File: config.mk
export PLATFORM = sky130hd
export DESIGN_NAME = pics_supervisor
export DESIGN_NICKNAME = d
export VERILOG_FILES = /design/src/pics_pkg.sv /design/src/pics_supervisor.sv
export VERILOG_INCLUDE_DIRS = /design/src
export SDC_FILE = /design/constraint.sdc
export NUM_CORES = 1
export LEC_CHECK = 0
export ABC_AREA = 0
export BUFFER_PORTS_ARGS = -buffer_cell sky130_fd_sc_hd__buf_2
export CAP_MARGIN = 0
export CORE_MARGIN = 8
export CORE_UTILIZATION = 59
export DETAILED_ROUTE_END_ITERATION = 6
export GPL_TIMING_DRIVEN = 0
export PLACE_DENSITY = 0.83
export SYNTH_ARGS = -nofsm -noshare
export SYNTH_HDL_FRONTEND = slang
export SYNTH_SLANG_ARGS = --single-unit
File: constraint.sdc
create_clock -name clk_sys -period 3.4 [get_ports clk_sys]
set_input_delay 0.68 -clock clk_sys [delete_from_list [all_inputs] [get_ports clk_sys]]
set_output_delay 0.68 -clock clk_sys [all_outputs]
set_load 0.03 [all_outputs]
File: src/pics_consts.svh
`ifndef PICS_CONSTS_SVH
`define PICS_CONSTS_SVH
// Clock rate and times in their own units
`define PICS_CLK_MHZ 250
`define PICS_SKIP_MS 20
`define PICS_ACQ_US 100
`define PICS_TIMEOUT_TICKS 32'h0080_0000
// Register byte addresses
`define PICS_ADDR_CTRL 8'h00
`define PICS_ADDR_STATUS 8'h04
`define PICS_ADDR_INT_STAT 8'h08
`define PICS_ADDR_INT_MASK 8'h0c
// Reset values and loop constants
`define PICS_CTRL_RST 7'h00
`define PICS_INT_RST 4'h0
`define PICS_BW_WIDE 3'h7
`define PICS_CNT_MAX 24'hff_ffff
// Event bit positions
`define PICS_EV_LOST 0
`define PICS_EV_GAINED 1
`define PICS_EV_GLITCH 2
`define PICS_EV_REMOVED 3
`endif

File: src/pics_pkg.sv
package pics_pkg;
    // Supervisor states, one-hot
    typedef enum logic [3:0] {
        PICS_LOCKED = 4'b0001,
        PICS_HOLD = 4'b0010,
        PICS_UNLOCK = 4'b0100,
        PICS_ACQ = 4'b1000
    } pics_state_t;
    // Control register layout, high bits first from the left
    typedef struct packed {
        logic [2:0] min_loop_bandwidth_sel;
        logic output_on_unlock_enable;
        logic skip_mode_enable;
        logic [1:0] ref_divider_sel;
    } pics_ctrl_t;
    // Register port request
    typedef struct packed {
        logic [7:0] addr;
        logic [31:0] wdata;
        logic wr;
        logic rd;
    } pics_bus_t;
endpackage

File: src/pics_supervisor.sv
// Contract
// Host picks divider so system tick fits
// Skip mode keeps lock through 20 ms gaps
// Host uses skip only below 80 kHz
// Output kept for 2^23 ticks after removal
// Glitch on removal unlocks at once
// After time-out, unlock, output per bit
// Return after time-out: acquire, then lock
// Skip late return may hide wrong frequency
// Host clears skip for late returns
// No skip: unlock only while reacquiring
// Skip: output continuous through gap, relock
// Three-bit field selects 1 to 128 Hz
// Loop corner passes low, rejects high jitter
// Wide bandwidth forced while acquiring lock
// Locked bandwidth settles to selected minimum
// Removal counted from last edge, restarted
`timescale 1ns/100ps
`include "pics_consts.svh"
module pics_supervisor
    import pics_pkg::*;
#(
    parameter int SKIP_CYCLES = `PICS_SKIP_MS * `PICS_CLK_MHZ * 1000,
    parameter int TIMEOUT_TICKS = `PICS_TIMEOUT_TICKS,
    parameter int ACQ_CYCLES = `PICS_ACQ_US * `PICS_CLK_MHZ
) (
    // Clock and reset
    input wire logic clk_sys,
    input wire logic reset,
    // Register port
    input wire pics_bus_t bus_req,
    output logic [31:0] bus_rdata,
    // Frequency reference, sampled on clk_sys
    input wire logic freq_ref_in,
    // Loop and output control
    output logic internal_timing_tick,
    output logic pll_locked,
    output logic clk_out_enable,
    output logic [2:0] loop_bw_sel,
    output logic [7:0] loop_bw_hz,
    // Interrupt
    output logic irq
);
    // ****************************************
    // Decoding helpers
    // ****************************************
    // Tick mask for divide by 1, 2, 4 or 8
    function automatic logic [2:0] pics_div_mask(input logic [1:0] sel);
        case (sel)
            2'h0: pics_div_mask = 3'h0;
            2'h1: pics_div_mask = 3'h1;
            2'h2: pics_div_mask = 3'h3;
            default: pics_div_mask = 3'h7;
        endcase
    endfunction

    pics_ctrl_t ctrl_r;
    pics_state_t state_r, state_nxt;
    logic [2:0] div_cnt_r;
    logic ref_d_r;
    logic [23:0] gap_cnt_r, tick_cnt_r, period_r, acq_cnt_r;
    logic [3:0] int_stat_r, int_mask_r, events;
    logic [31:0] rdata_r;
    logic locked_r, out_en_r;
    logic [2:0] bw_r;

    // ****************************************
    // Register decode
    // ****************************************
    wire wr_ctrl = bus_req.wr && bus_req.addr == `PICS_ADDR_CTRL;
    wire wr_mask = bus_req.wr && bus_req.addr == `PICS_ADDR_INT_MASK;
    wire rd_stat = bus_req.rd && bus_req.addr == `PICS_ADDR_INT_STAT;
    wire [31:0] status_word = {20'h0, state_r, 3'h0, bw_r, out_en_r, locked_r};
    wire [31:0] rd_mux =
        (bus_req.addr == `PICS_ADDR_CTRL) ? {25'h0, ctrl_r} :
        (bus_req.addr == `PICS_ADDR_STATUS) ? status_word :
        (bus_req.addr == `PICS_ADDR_INT_STAT) ? {28'h0, int_stat_r} :
        (bus_req.addr == `PICS_ADDR_INT_MASK) ? {28'h0, int_mask_r} :
        32'h0;

    // ****************************************
    // Reference divider and edge timing
    // ****************************************
    // Host keeps the divided rate legal; no range check here
    wire [2:0] div_mask = pics_div_mask(ctrl_r.ref_divider_sel);
    wire tick = (div_cnt_r | ~div_mask) == 3'h7;
    wire ref_edge = freq_ref_in && !ref_d_r;
    // Absent once the gap exceeds two periods
    wire absent = period_r != 24'h0 && gap_cnt_r > {period_r[22:0], 1'b0};
    // Interval under half a period is a frequency change
    wire short_edge = ref_edge && gap_cnt_r < {1'b0, period_r[23:1]};
    wire timeout_hit = tick_cnt_r >= TIMEOUT_TICKS[23:0];
    wire acq_done = acq_cnt_r >= ACQ_CYCLES[23:0] - 24'h1;
    // Skip window is only watched by checks; lock is never gated by it
    wire in_skip = gap_cnt_r <= SKIP_CYCLES[23:0];
    // Gaps that end an absence would corrupt the period estimate
    wire keep_period = state_r == PICS_LOCKED || state_r == PICS_ACQ;

    // Divider counter, free running
    always_ff @(posedge clk_sys) begin
        if (reset) begin
            div_cnt_r <= 3'h0;
        end else begin
            div_cnt_r <= tick ? 3'h0 : div_cnt_r + 3'h1;
        end
    end

    // Cycles and ticks since last edge, restarted on each edge
    always_ff @(posedge clk_sys) begin
        if (reset) begin
            ref_d_r <= 1'b0;
            gap_cnt_r <= 24'h0;
            tick_cnt_r <= 24'h0;
            period_r <= 24'h0;
        end else begin
            ref_d_r <= freq_ref_in;
            if (ref_edge) begin
                gap_cnt_r <= 24'h0;
                tick_cnt_r <= 24'h0;
                if (keep_period) begin
                    period_r <= gap_cnt_r;
                end
            end else begin
                if (gap_cnt_r != `PICS_CNT_MAX) begin
                    gap_cnt_r <= gap_cnt_r + 24'h1;
                end
                if (tick && tick_cnt_r != `PICS_CNT_MAX) begin
                    tick_cnt_r <= tick_cnt_r + 24'h1;
                end
            end
        end
    end

    // ****************************************
    // Lock supervisor
    // ****************************************
    // Next state from edge, gap and skip setting
    always_comb begin
        state_nxt = state_r;
        case (state_r)
            PICS_LOCKED: begin
                if (short_edge) begin
                    state_nxt = PICS_ACQ;
                end else if (absent) begin
                    state_nxt = PICS_HOLD;
                end
            end
            PICS_HOLD: begin
                if (ref_edge) begin
                    // Late return under skip stays locked, unflagged
                    state_nxt = ctrl_r.skip_mode_enable ? PICS_LOCKED : PICS_ACQ;
                end else if (timeout_hit) begin
                    state_nxt = PICS_UNLOCK;
                end
            end
            PICS_UNLOCK: begin
                if (ref_edge) begin
                    state_nxt = PICS_ACQ;
                end
            end
            PICS_ACQ: begin
                if (acq_done) begin
                    state_nxt = PICS_LOCKED;
                end
            end
            default: state_nxt = PICS_UNLOCK;
        endcase
    end

    // Lock indication and output gating follow next state
    wire lock_nxt = state_nxt == PICS_LOCKED || state_nxt == PICS_HOLD;
    wire out_en_nxt = lock_nxt || ctrl_r.output_on_unlock_enable;
    // Wide while acquiring, selected minimum once locked
    wire [2:0] bw_nxt = lock_nxt ? ctrl_r.min_loop_bandwidth_sel : `PICS_BW_WIDE;

    // State, acquisition timer and registered outputs
    always_ff @(posedge clk_sys) begin
        if (reset) begin
            state_r <= PICS_UNLOCK;
            acq_cnt_r <= 24'h0;
            locked_r <= 1'b0;
            out_en_r <= 1'b0;
            bw_r <= `PICS_BW_WIDE;
        end else begin
            state_r <= state_nxt;
            acq_cnt_r <= (state_r == PICS_ACQ) ? acq_cnt_r + 24'h1 : 24'h0;
            locked_r <= lock_nxt;
            out_en_r <= out_en_nxt;
            bw_r <= bw_nxt;
        end
    end

    // ****************************************
    // Registers and interrupt
    // ****************************************
    assign events[`PICS_EV_LOST] = locked_r && !lock_nxt;
    assign events[`PICS_EV_GAINED] = !locked_r && lock_nxt;
    assign events[`PICS_EV_GLITCH] = state_r == PICS_LOCKED && short_edge;
    assign events[`PICS_EV_REMOVED] = state_r == PICS_LOCKED && state_nxt == PICS_HOLD;

    // Read clears status; a same-cycle event still lands
    always_ff @(posedge clk_sys) begin
        if (reset) begin
            ctrl_r <= `PICS_CTRL_RST;
            int_stat_r <= `PICS_INT_RST;
            int_mask_r <= `PICS_INT_RST;
            rdata_r <= 32'h0;
        end else begin
            if (wr_ctrl) begin
                ctrl_r <= bus_req.wdata[6:0];
            end
            if (wr_mask) begin
                int_mask_r <= bus_req.wdata[3:0];
            end
            int_stat_r <= (rd_stat ? 4'h0 : int_stat_r) | events;
            rdata_r <= bus_req.rd ? rd_mux : 32'h0;
        end
    end

    assign bus_rdata = rdata_r;
    assign internal_timing_tick = tick;
    assign pll_locked = locked_r;
    assign clk_out_enable = out_en_r;
    // Corner rises with the code: 1 Hz to 128 Hz
    assign loop_bw_sel = bw_r;
    assign loop_bw_hz = 8'h01 << bw_r;
    assign irq = |(int_stat_r & int_mask_r);
endmodule

### Word level (Yosys, flattened, before mapping)

Index checks and enable logic that the tools add are counted.

| cells by class | value |
|---|---|
| $add $sub $neg | 4 |
| $lt $le $gt $ge | 4 |
| shift operators | 1 |
| equality and inequality tests | 14 |
| reduce and logical (&&, ||, !) cells | 29 |
| bitwise logic cells | 7 |
| muxes and demuxes | 14 |

Operators with widths:

| operator | number |
|---|---|
| 24-bit by 1-bit adder with 24-bit output (second input constant) | 3 |
| 24-bit inequality test (second input constant) | 2 |
| 4-bit two-way mux | 10 |
| 24-bit by 15-bit >= comparator with 1-bit output (second input constant) | 1 |
| 24-bit >= comparator (second input constant) | 1 |
| 24-bit > comparator | 1 |
| 24-bit by 23-bit < comparator with 1-bit output | 1 |
| 24-bit nonzero test | 1 |
| 8-bit by 4-bit == test with 1-bit output (second input constant) | 2 |
| 4-bit one-hot mux with 4 select lines | 1 |
| 12-bit two-way mux | 1 |
| 1-bit logical AND | 11 |
| 2-bit OR reduction | 5 |
| 3-bit one-hot mux with 3 select lines | 1 |
| 4-bit by 1-bit == test with 1-bit output (second input constant) | 2 |
| 4-bit by 2-bit == test with 1-bit output (second input constant) | 2 |
| 8-bit by 3-bit == test with 1-bit output (second input constant) | 1 |
| 8-bit logical NOT | 1 |
| 1-bit by 3-bit << shifter with 8-bit output (first input constant) | 1 |
| 7-bit two-way mux | 1 |
| 5-bit OR reduction | 1 |
| 4-bit AND | 1 |
| 4-bit by 3-bit == test with 1-bit output (second input constant) | 1 |
| 4-bit == test (second input constant) | 1 |
| 14 further kinds | 20 |

| word-level totals | value |
|---|---|
| word-level logic and storage cells | 92 |
| output and inout port bits | 47 |
| input port bits | 45 |
| flip-flop bits (word level) | 156 |

### Longest topological paths before layout

Gate-level depths: netlist of the first run.

| depth | value |
|---|---|
| depth after elaboration | 10 |
| gate-level depth with buffers | 9 |
| gate-level depth less buffers | 8 |

### Least setup slack after synthesis of the first run

No wires, ideal clock.

| timing path | value |
|---|---|
| path type | register to register |
| start point | reg period_r[22] |
| end point | reg state_r[3] |
| stages on the path, launching flop included | 9 |
| data arrival time | 2124 ps |
| required time | 3305 ps |
| period minus slack after synthesis | 2220 ps |
| setup slack | 1180 ps |
| buffers on the path | 0 |
| library setup time | 95 ps |
| path through | dfxtp_1 > inv_1 > ha_1 > a21o_1 > a2111o_1 > a221oi_1 > o211ai_1 > or2_2 > a221oi_1 |

| between the ends | value |
|---|---|
| longest elaborated chain between the ends | 5 |
| elaborated cells on any way between the ends | 8 |

Ends and longest elaborated chain:

| item | line | RTL |
|---|---|---|
| start: declaration | pics_supervisor.sv:61 | `logic [23:0] gap_cnt_r, tick_cnt_r, period_r, acq_cnt_r;` |
| start signal: assignment | pics_supervisor.sv:121 | `period_r <= gap_cnt_r;` |
| 24-bit > comparator / 24-bit nonzero test (equally long branches) | pics_supervisor.sv:89 | `wire absent = period_r != 24'h0 && gap_cnt_r > {period_r[22:0], 1'b0};` |
| 1-bit logical AND | pics_supervisor.sv:89 |  |
| 4-bit two-way mux | pics_supervisor.sv:144 | `end else if (absent) begin` |
| 4-bit two-way mux (*) | pics_supervisor.sv:142 | `if (short_edge) begin` |
| 4-bit one-hot mux with 4 select lines (*) | pics_supervisor.sv:140 | `case (state_r)` |
| end signal: assignment | pics_supervisor.sv:185 | `state_r <= state_nxt;` |
| end: declaration | pics_supervisor.sv:58 | `pics_state_t state_r, state_nxt;` |

Every way passes the cells marked *; elsewhere a longest branch is shown, timed or not.
A chain may end at the register's enable or synchronous reset.

### Worst setup path after layout of the first run

| timing path | value |
|---|---|
| start point | reg gap_cnt_r[21] |
| end point | reg out_en_r (netlist: clk_out_enable) |

| between the ends | value |
|---|---|
| longest elaborated chain between the ends | 8 |
| elaborated cells on any way between the ends | 11 |

Ends and longest elaborated chain:

| item | line | RTL |
|---|---|---|
| start: declaration | pics_supervisor.sv:61 |  |
| start signal: assignment | pics_supervisor.sv:125 | `gap_cnt_r <= gap_cnt_r + 24'h1;` |
| 24-bit > comparator | pics_supervisor.sv:89 |  |
| 1-bit logical AND | pics_supervisor.sv:89 |  |
| 4-bit two-way mux | pics_supervisor.sv:144 |  |
| 4-bit two-way mux (*) | pics_supervisor.sv:142 |  |
| 4-bit one-hot mux with 4 select lines (*) | pics_supervisor.sv:140 |  |
| 4-bit by 1-bit == test with 1-bit output / 4-bit by 2-bit == test with 1-bit output (equally long branches) | pics_supervisor.sv:171 | `wire lock_nxt = state_nxt == PICS_LOCKED \|\| state_nxt == PICS_HOLD;` |
| 1-bit logical OR (*) | pics_supervisor.sv:171 |  |
| 1-bit logical OR (*) | pics_supervisor.sv:172 | `wire out_en_nxt = lock_nxt \|\| ctrl_r.output_on_unlock_enable;` |
| end signal: assignment | pics_supervisor.sv:188 | `out_en_r <= out_en_nxt;` |
| end: declaration | pics_supervisor.sv:64 | `logic locked_r, out_en_r;` |

Marks and branches as above.

==> flow_metrics.py, run 1 <==
metrics = {
    "status": {
        "outcome": "finished clean",
    },
    "worst_setup_path": {
        "critPathLaunchType": "flop",
        "startpoint": "gap_cnt_r[21]",
        "required_ps": 3670,
        "reg2reg_from": "gap_cnt_r[21]",
        "endpoint_kind": "flop",
        "crit_arrival_ps": 2990,
        "cp_slowest_cell": "o2111ai_1",
        "criticalPathCategory": "reg -> reg",
        "cp_cell_sequence": "ha_1 -> a21o_1 -> a2111o_1 -> a221oi_1 -> o211ai_1 -> o2111ai_1 -> o21ai_0",
        "cpLargestDelayFamily": "compound AO/OA/AOI/OAI gates",
        "crit_fanout": 6,
        "cp_slowest_stage_delay_ps": 530,
        "crit_buf_inv": 0,
    },
    "floorplan": {
        "die_h_um": 125.2,
        "dieArea_mm2": 0.01567,
        "io_pins": 92,
        "rows": 40,
        "initial_utilization": 0.5956,
        "core_area_mm2": 0.01181,
        "die_w_um": 125.2,
    },
    "timing": {
        "hold_viol": 0,
        "fin_worst_skew_ps": 7.993,
        "fmax_ghz": 0.3675,
        "final.setup.tns_ps": 0,
        "grt_setup_unrepaired": "false",
        "period_minus_slack_ps": 2721,
        "hold_ws_ps": 463.3,
        "setup_violations": 0,
        "report.final.slew_viol_count": 0,
        "post-route-period-util": 0.8003,
        "max-slew-margin-rel": 0.4138,
        "worst_slew_pin_slew_ps": 871.3,
    },
    "synth": {
        "synth_most_common_cell": "dfxtp_1",
        "synth.distinct_cells": 51,
        "syn-cell-area_mm2": 0.007034,
        "ys_top_cells_by_area": "dfxtp_1, ha_1, nor2_1",
        "ys_seq_elements": 135,
        "async_flop_share": 0,
        "syn_area_per_cell_um2": 8.631,
        "synth_top_cells_by_count": "dfxtp_1, nor2_1, ha_1, nand2_1, xor2_1",
        "syn_inst": 815,
        "ys.flop_type": "dfxtp_1",
        "yosys_warnings": 0,
        "seq_area_frac_synth": 0.3842,
        "synth-edff-count": 0,
        "synth_top_area_frac": 0.3842,
        "yosysTopAreaCell": "dfxtp_1",
    },
    "placement": {
        "io_buffer_count": 43,
        "finalWeightedCongestion": 0.8538,
        "postPlaceCellArea_mm2": 0.007508,
        "hpwl_mm": 11.05,
    },
    "drt": {
        "ant_nets": 0,
        "routed-via-count": 5878,
        "drcViolationCount": 0,
        "dr.pass1.iters": 5,
        "vias_per_cell": 5.561,
        "wire_per_inst_um": 14.67,
        "drt_wl_total_mm": 15.50,
        "drtIter0Drc": 389,
    },
    "clocking": {
        "cts_buffers": 17,
        "cts_tree": "yes",
        "cts_sinks": 135,
        "post_cts.repair.setup_buffers": 0,
        "clockBufferDepth": 2,
        "clk_latency_ps": 420,
        "cts_resized": 0,
        "ctsHoldBuffers": 0,
        "clk_pin_slew_ps": 60,
        "cts-root-buf": "clkbuf_16",
        "ctsHtreeMaxLevel": 4,
    },
    "grt": {
        "grt-busiest-layer": "met2",
        "use_met1": 0.2382,
        "grt_max_degree": 17,
        "grt_overflow_total": 0,
        "grt_pass1_vias": 5527,
        "grt_usage": 0.1986,
        "antenna_found_initial": 0,
        "met3_usage": 0.06375,
        "use_met2": 0.3289,
        "grt_pass1_wl_mm": 25.92,
    },
    "cells_and_area": {
        "stdcell_area_mm2": 0.008129,
        "drive_above_1_share": 0.1231,
        "num-nets-final": 992,
        "fin_util": 0.6882,
        "area_delta_synth_final_pct": 15.56,
        "fill_cells": 915,
        "n_antenna_cell": 0,
    },
    "power_and_ir_drop": {
        "irDropWorstVdd_v": 0.0003889,
        "power_uw": 3710,
        "power_density_mw_per_mm2": 456.4,
        "p_leak_uw": 0.003472,
    },
    "min_path": {
        "min_path_type": "reg -> reg",
        "hp-start": "acq_cnt_r[0]",
    },
    "flow_run": {
        "max_cap_violations": 0,
    },
}
## worst register-to-register path, stage by stage, from the launching register on
cell and delay, ps:
dfxtp_1 450, ha_1 290, a21o_1 180, a2111o_1 430
a221oi_1 240, o211ai_1 270, o2111ai_1 530, o21ai_0 180
## power breakdown
| part | internal (uW) | total, uW | switching [uW] | leakage, uW |
|---|---|---|---|---|
| clock network | 1200 | 1910 | 715 | 0.000300 |
| registers | 1590 | 1600 | 10.1 | 0.00109 |
| logic | 65.1 | 191 | 126 | 0.00208 |
## cells by family after synthesis
group | after synthesis | synth area share
other | 1 | 0.0005331
AOI/OAI and AO/OA | 95 | 0.08164
and+or+nand+nor | 351 | 0.2512
muxes | 39 | 0.06261
buffers and inverters | 86 | 0.05870
xor gates and xnor gates | 58 | 0.07222
adders and majority gates | 50 | 0.08894
DFF | 135 | 0.3842
## path summary, 6_finish.rpt
check                                 endpoint  slack, ps  depth (start not counted)
worst max register to register  clk_out_enable        680                          7
worst max-delay path            clk_out_enable        680                          7
worst min-delay path              acq_cnt_r[0]        460                          1
worst min register to register    acq_cnt_r[0]        460                          1
## flip-flops by register name, summed over array words and instances (netlist names)
register	count
gap_cnt_r	24
tick_cnt_r	24
div_cnt_r	3
ctrl_r	7
int_mask_r	4
loop_bw_sel	3
pll_locked	1
bus_rdata	11
int_stat_r	4
state_r	4
period_r	24
clk_out_enable	1
ref_d_r	1
acq_cnt_r	24
## routing by layer
layer,vias to the layer above,part of all wire
li1,3004,-
met1,2731,0.47
met2,129,0.47
met3,14,0.047
met4,0,0.012
met5,-,0
## cell type report
class	instances	area, um2	area share
multi-input cells	614	3994	0.4913
flip-flops and latches	135	2703	0.3325
clock buffers	19	452.9	0.05572
plain buffers	51	281.5	0.03463
repair buffers	43	215.2	0.02647
well taps	147	183.9	0.02263
clock inverters	13	167.7	0.02062
inverters	35	131.4	0.01616
## through the flow
stage                     cells  setup WS (ps)
final                      1057          678.9
after global routing       1057          561.9
after CTS                  1057          681.1
after detailed placement   1025          603.4
after global placement     1025          720.9
after floorplan             835           1180
## placed cells by master, fill, tap and decap left out, types with 4 or more instances in the layout
cell type / instances
a211oi_1: 4
a21boi_0: 4
a21oi_1: 39
and2_1: 6
and3_1: 13
and4_1: 6
buf_2: 46
buf_4: 21
clkbuf_1: 26
clkbuf_16: 17
conb_1: 21
dfxtp_1: 135
ha_1: 50
inv_1: 35
mux2i_1: 35
mux4_2: 4
nand2_1: 50
nand2b_1: 5
nand3_1: 37
nand4_1: 32
nand4b_1: 5
nor2_1: 121
nor2b_1: 7
nor3_1: 19
nor3b_1: 6
nor4_1: 16
o21ai_0: 26
or2_2: 4
or3_1: 14
xnor2_1: 13
xor2_1: 45
(Power assumes the default switching activity.)
==> inputs of run 2 (changes only) <==
- CORE_UTILIZATION: 59 -> 58
- PLACE_DENSITY: 0.83 -> 0.82
- clock period: 3.4 -> 2.71 ns (I/O delays scaled with it)
==> flow_metrics.py, run 2 (synthesized netlist as in run 1, its figures left out) <==
metrics = {
    "worst_setup_path": {
        "endpoint_kind": "flop",
        "cp_cell_sequence": "ha_1 -> a21o_1 -> a2111o_1 -> a221oi_1 -> o211ai_1 -> or2_2 -> a221oi_1",
        "cp_slowest_cell": "dfxtp_1",
        "crit_fanout": 5,
        "cp_slowest_stage_delay_ps": 460,
        "required_ps": 3040,
        "critPathLaunchType": "flop",
        "cpMostUsedCell": "a221oi_1",
        "crit_arrival_ps": 2900,
        "criticalPathCategory": "reg -> reg",
    },
    "power_and_ir_drop": {
        "power_density_mw_per_mm2": 557.5,
        "p_leak_uw": 0.003465,
        "irDropWorstVdd_v": 0.0004113,
    },
    "floorplan": {
        "die_w_um": 126.1,
        "io_pins": 92,
        "rows": 40,
        "core_area_mm2": 0.01191,
        "initial_utilization": 0.5905,
        "dieArea_mm2": 0.01591,
        "die_h_um": 126.1,
    },
    "drt": {
        "vias_per_cell": 5.603,
        "dr.pass1.iters": 5,
        "wire_per_inst_um": 14.69,
        "drt_wl_total_mm": 15.55,
        "routed-via-count": 5928,
        "drtIter0Drc": 363,
        "drcViolationCount": 0,
        "ant_nets": 0,
    },
    "timing": {
        "final.setup.tns_ps": 0,
        "worst_slew_pin_slew_ps": 858.6,
        "period_minus_slack_ps": 2571,
        "setup_violations": 0,
        "hold_ws_ps": 350.7,
        "fmax_ghz": 0.3890,
        "grt_setup_unrepaired": "true",
        "fin_worst_skew_ps": 11.65,
        "hold_viol": 0,
        "post-route-period-util": 0.9486,
        "max-slew-margin-rel": 0.4232,
        "report.final.slew_viol_count": 0,
    },
    "grt": {
        "grt_pass1_wl_mm": 26.14,
        "use_met2": 0.3196,
        "antenna_found_initial": 0,
        "use_met1": 0.2444,
        "grt_usage": 0.1982,
        "grt-busiest-layer": "met2",
        "grt_pass1_vias": 5494,
        "grt_overflow_total": 0,
        "grt_max_degree": 17,
        "met3_usage": 0.06540,
    },
    "cells_and_area": {
        "fill_cells": 921,
        "layout_common_cells": "dfxtp_1, nor2_1, nand2_1, ha_1, buf_2",
        "num-nets-final": 993,
        "mostFrequentLayoutCell": "dfxtp_1",
        "drive_above_1_share": 0.1251,
        "n_antenna_cell": 0,
        "area_delta_synth_final_pct": 15.56,
        "fin_util": 0.6825,
    },
    "clocking": {
        "ctsHtreeMaxLevel": 4,
        "clk_latency_ps": 420,
        "ctsHoldBuffers": 0,
        "cts_tree": "yes",
        "clockBufferDepth": 2,
        "clk_pin_slew_ps": 60,
        "cts-root-buf": "clkbuf_16",
        "cts_sinks": 135,
        "cts_buffers": 17,
    },
    "placement": {
        "hpwl_mm": 11.02,
        "io_buffer_count": 43,
        "finalWeightedCongestion": 0.8503,
    },
    "status": {
        "outcome": "finished clean",
    },
    "min_path": {
        "min_path_type": "in -> reg",
    },
    "flow_run": {
        "max_cap_violations": 0,
    },
}
-- run 2: worst max-delay path, delay by kind of cell (launching register included) --
kind	cells	cell delay [ps]
AOI/OAI and AO/OA	5	1340
adders and majority gates	1	300
DFF	1	460
and+or+nand+nor	1	370
-- run 2: layout make-up --
class,count,area (um2),area share
multi-input cells,614,4018,0.4942
plain buffers,51,281.5,0.03463
inverters,35,131.4,0.01616
clock buffers,19,442.9,0.05449
well taps,147,183.9,0.02263
clock inverters,13,146.4,0.01801
repair buffers,44,222.7,0.02740
flip-flops and latches,135,2703,0.3325
-- run 2: report_power, final --
part           total (uW)  switching, uW  internal, uW
clock network        2280            891          1390
logic                 240            157          83.3
registers            2010           12.4          2000
-- run 2: layer usage --
layer / wire [um] / vias to the layer above
li1: - / 2995
met1: 7161 / 2764
met2: 7261 / 150
met3: 950 / 19
met4: 172 / 0
met5: 0 / -
-- run 2: repair_timing --
item / 4_1_cts / 5_1_grt
endpoints found under the setup margin: 0 / 8
hold endpoints to repair: 0 / 0
buffers inserted: 0 / 1
resized for setup: 0 / 6
-- run 2: stage by stage --
stage                     power (uW)  cells  cell area [um2]  worst slack [ps]
final                           4532   1058             8129             139.4
after global routing            4671   1058             8129            -3.175
after CTS                       4553   1057             8098             84.54
after detailed placement        2289   1025             7508             127.8
after global placement          2287   1025             7508             174.0
after floorplan                 2234    835             7109             490.3
-- run 2: worst paths after layout --
path                      start      endpoint  slack, ps  cells after the start
hold reg to reg    acq_cnt_r[0]  acq_cnt_r[0]        450                      1
setup / recovery  gap_cnt_r[21]    state_r[3]        140                      7
setup reg to reg  gap_cnt_r[21]    state_r[3]        140                      7
hold / removal       bus_req[8]     ctrl_r[6]        350                      3
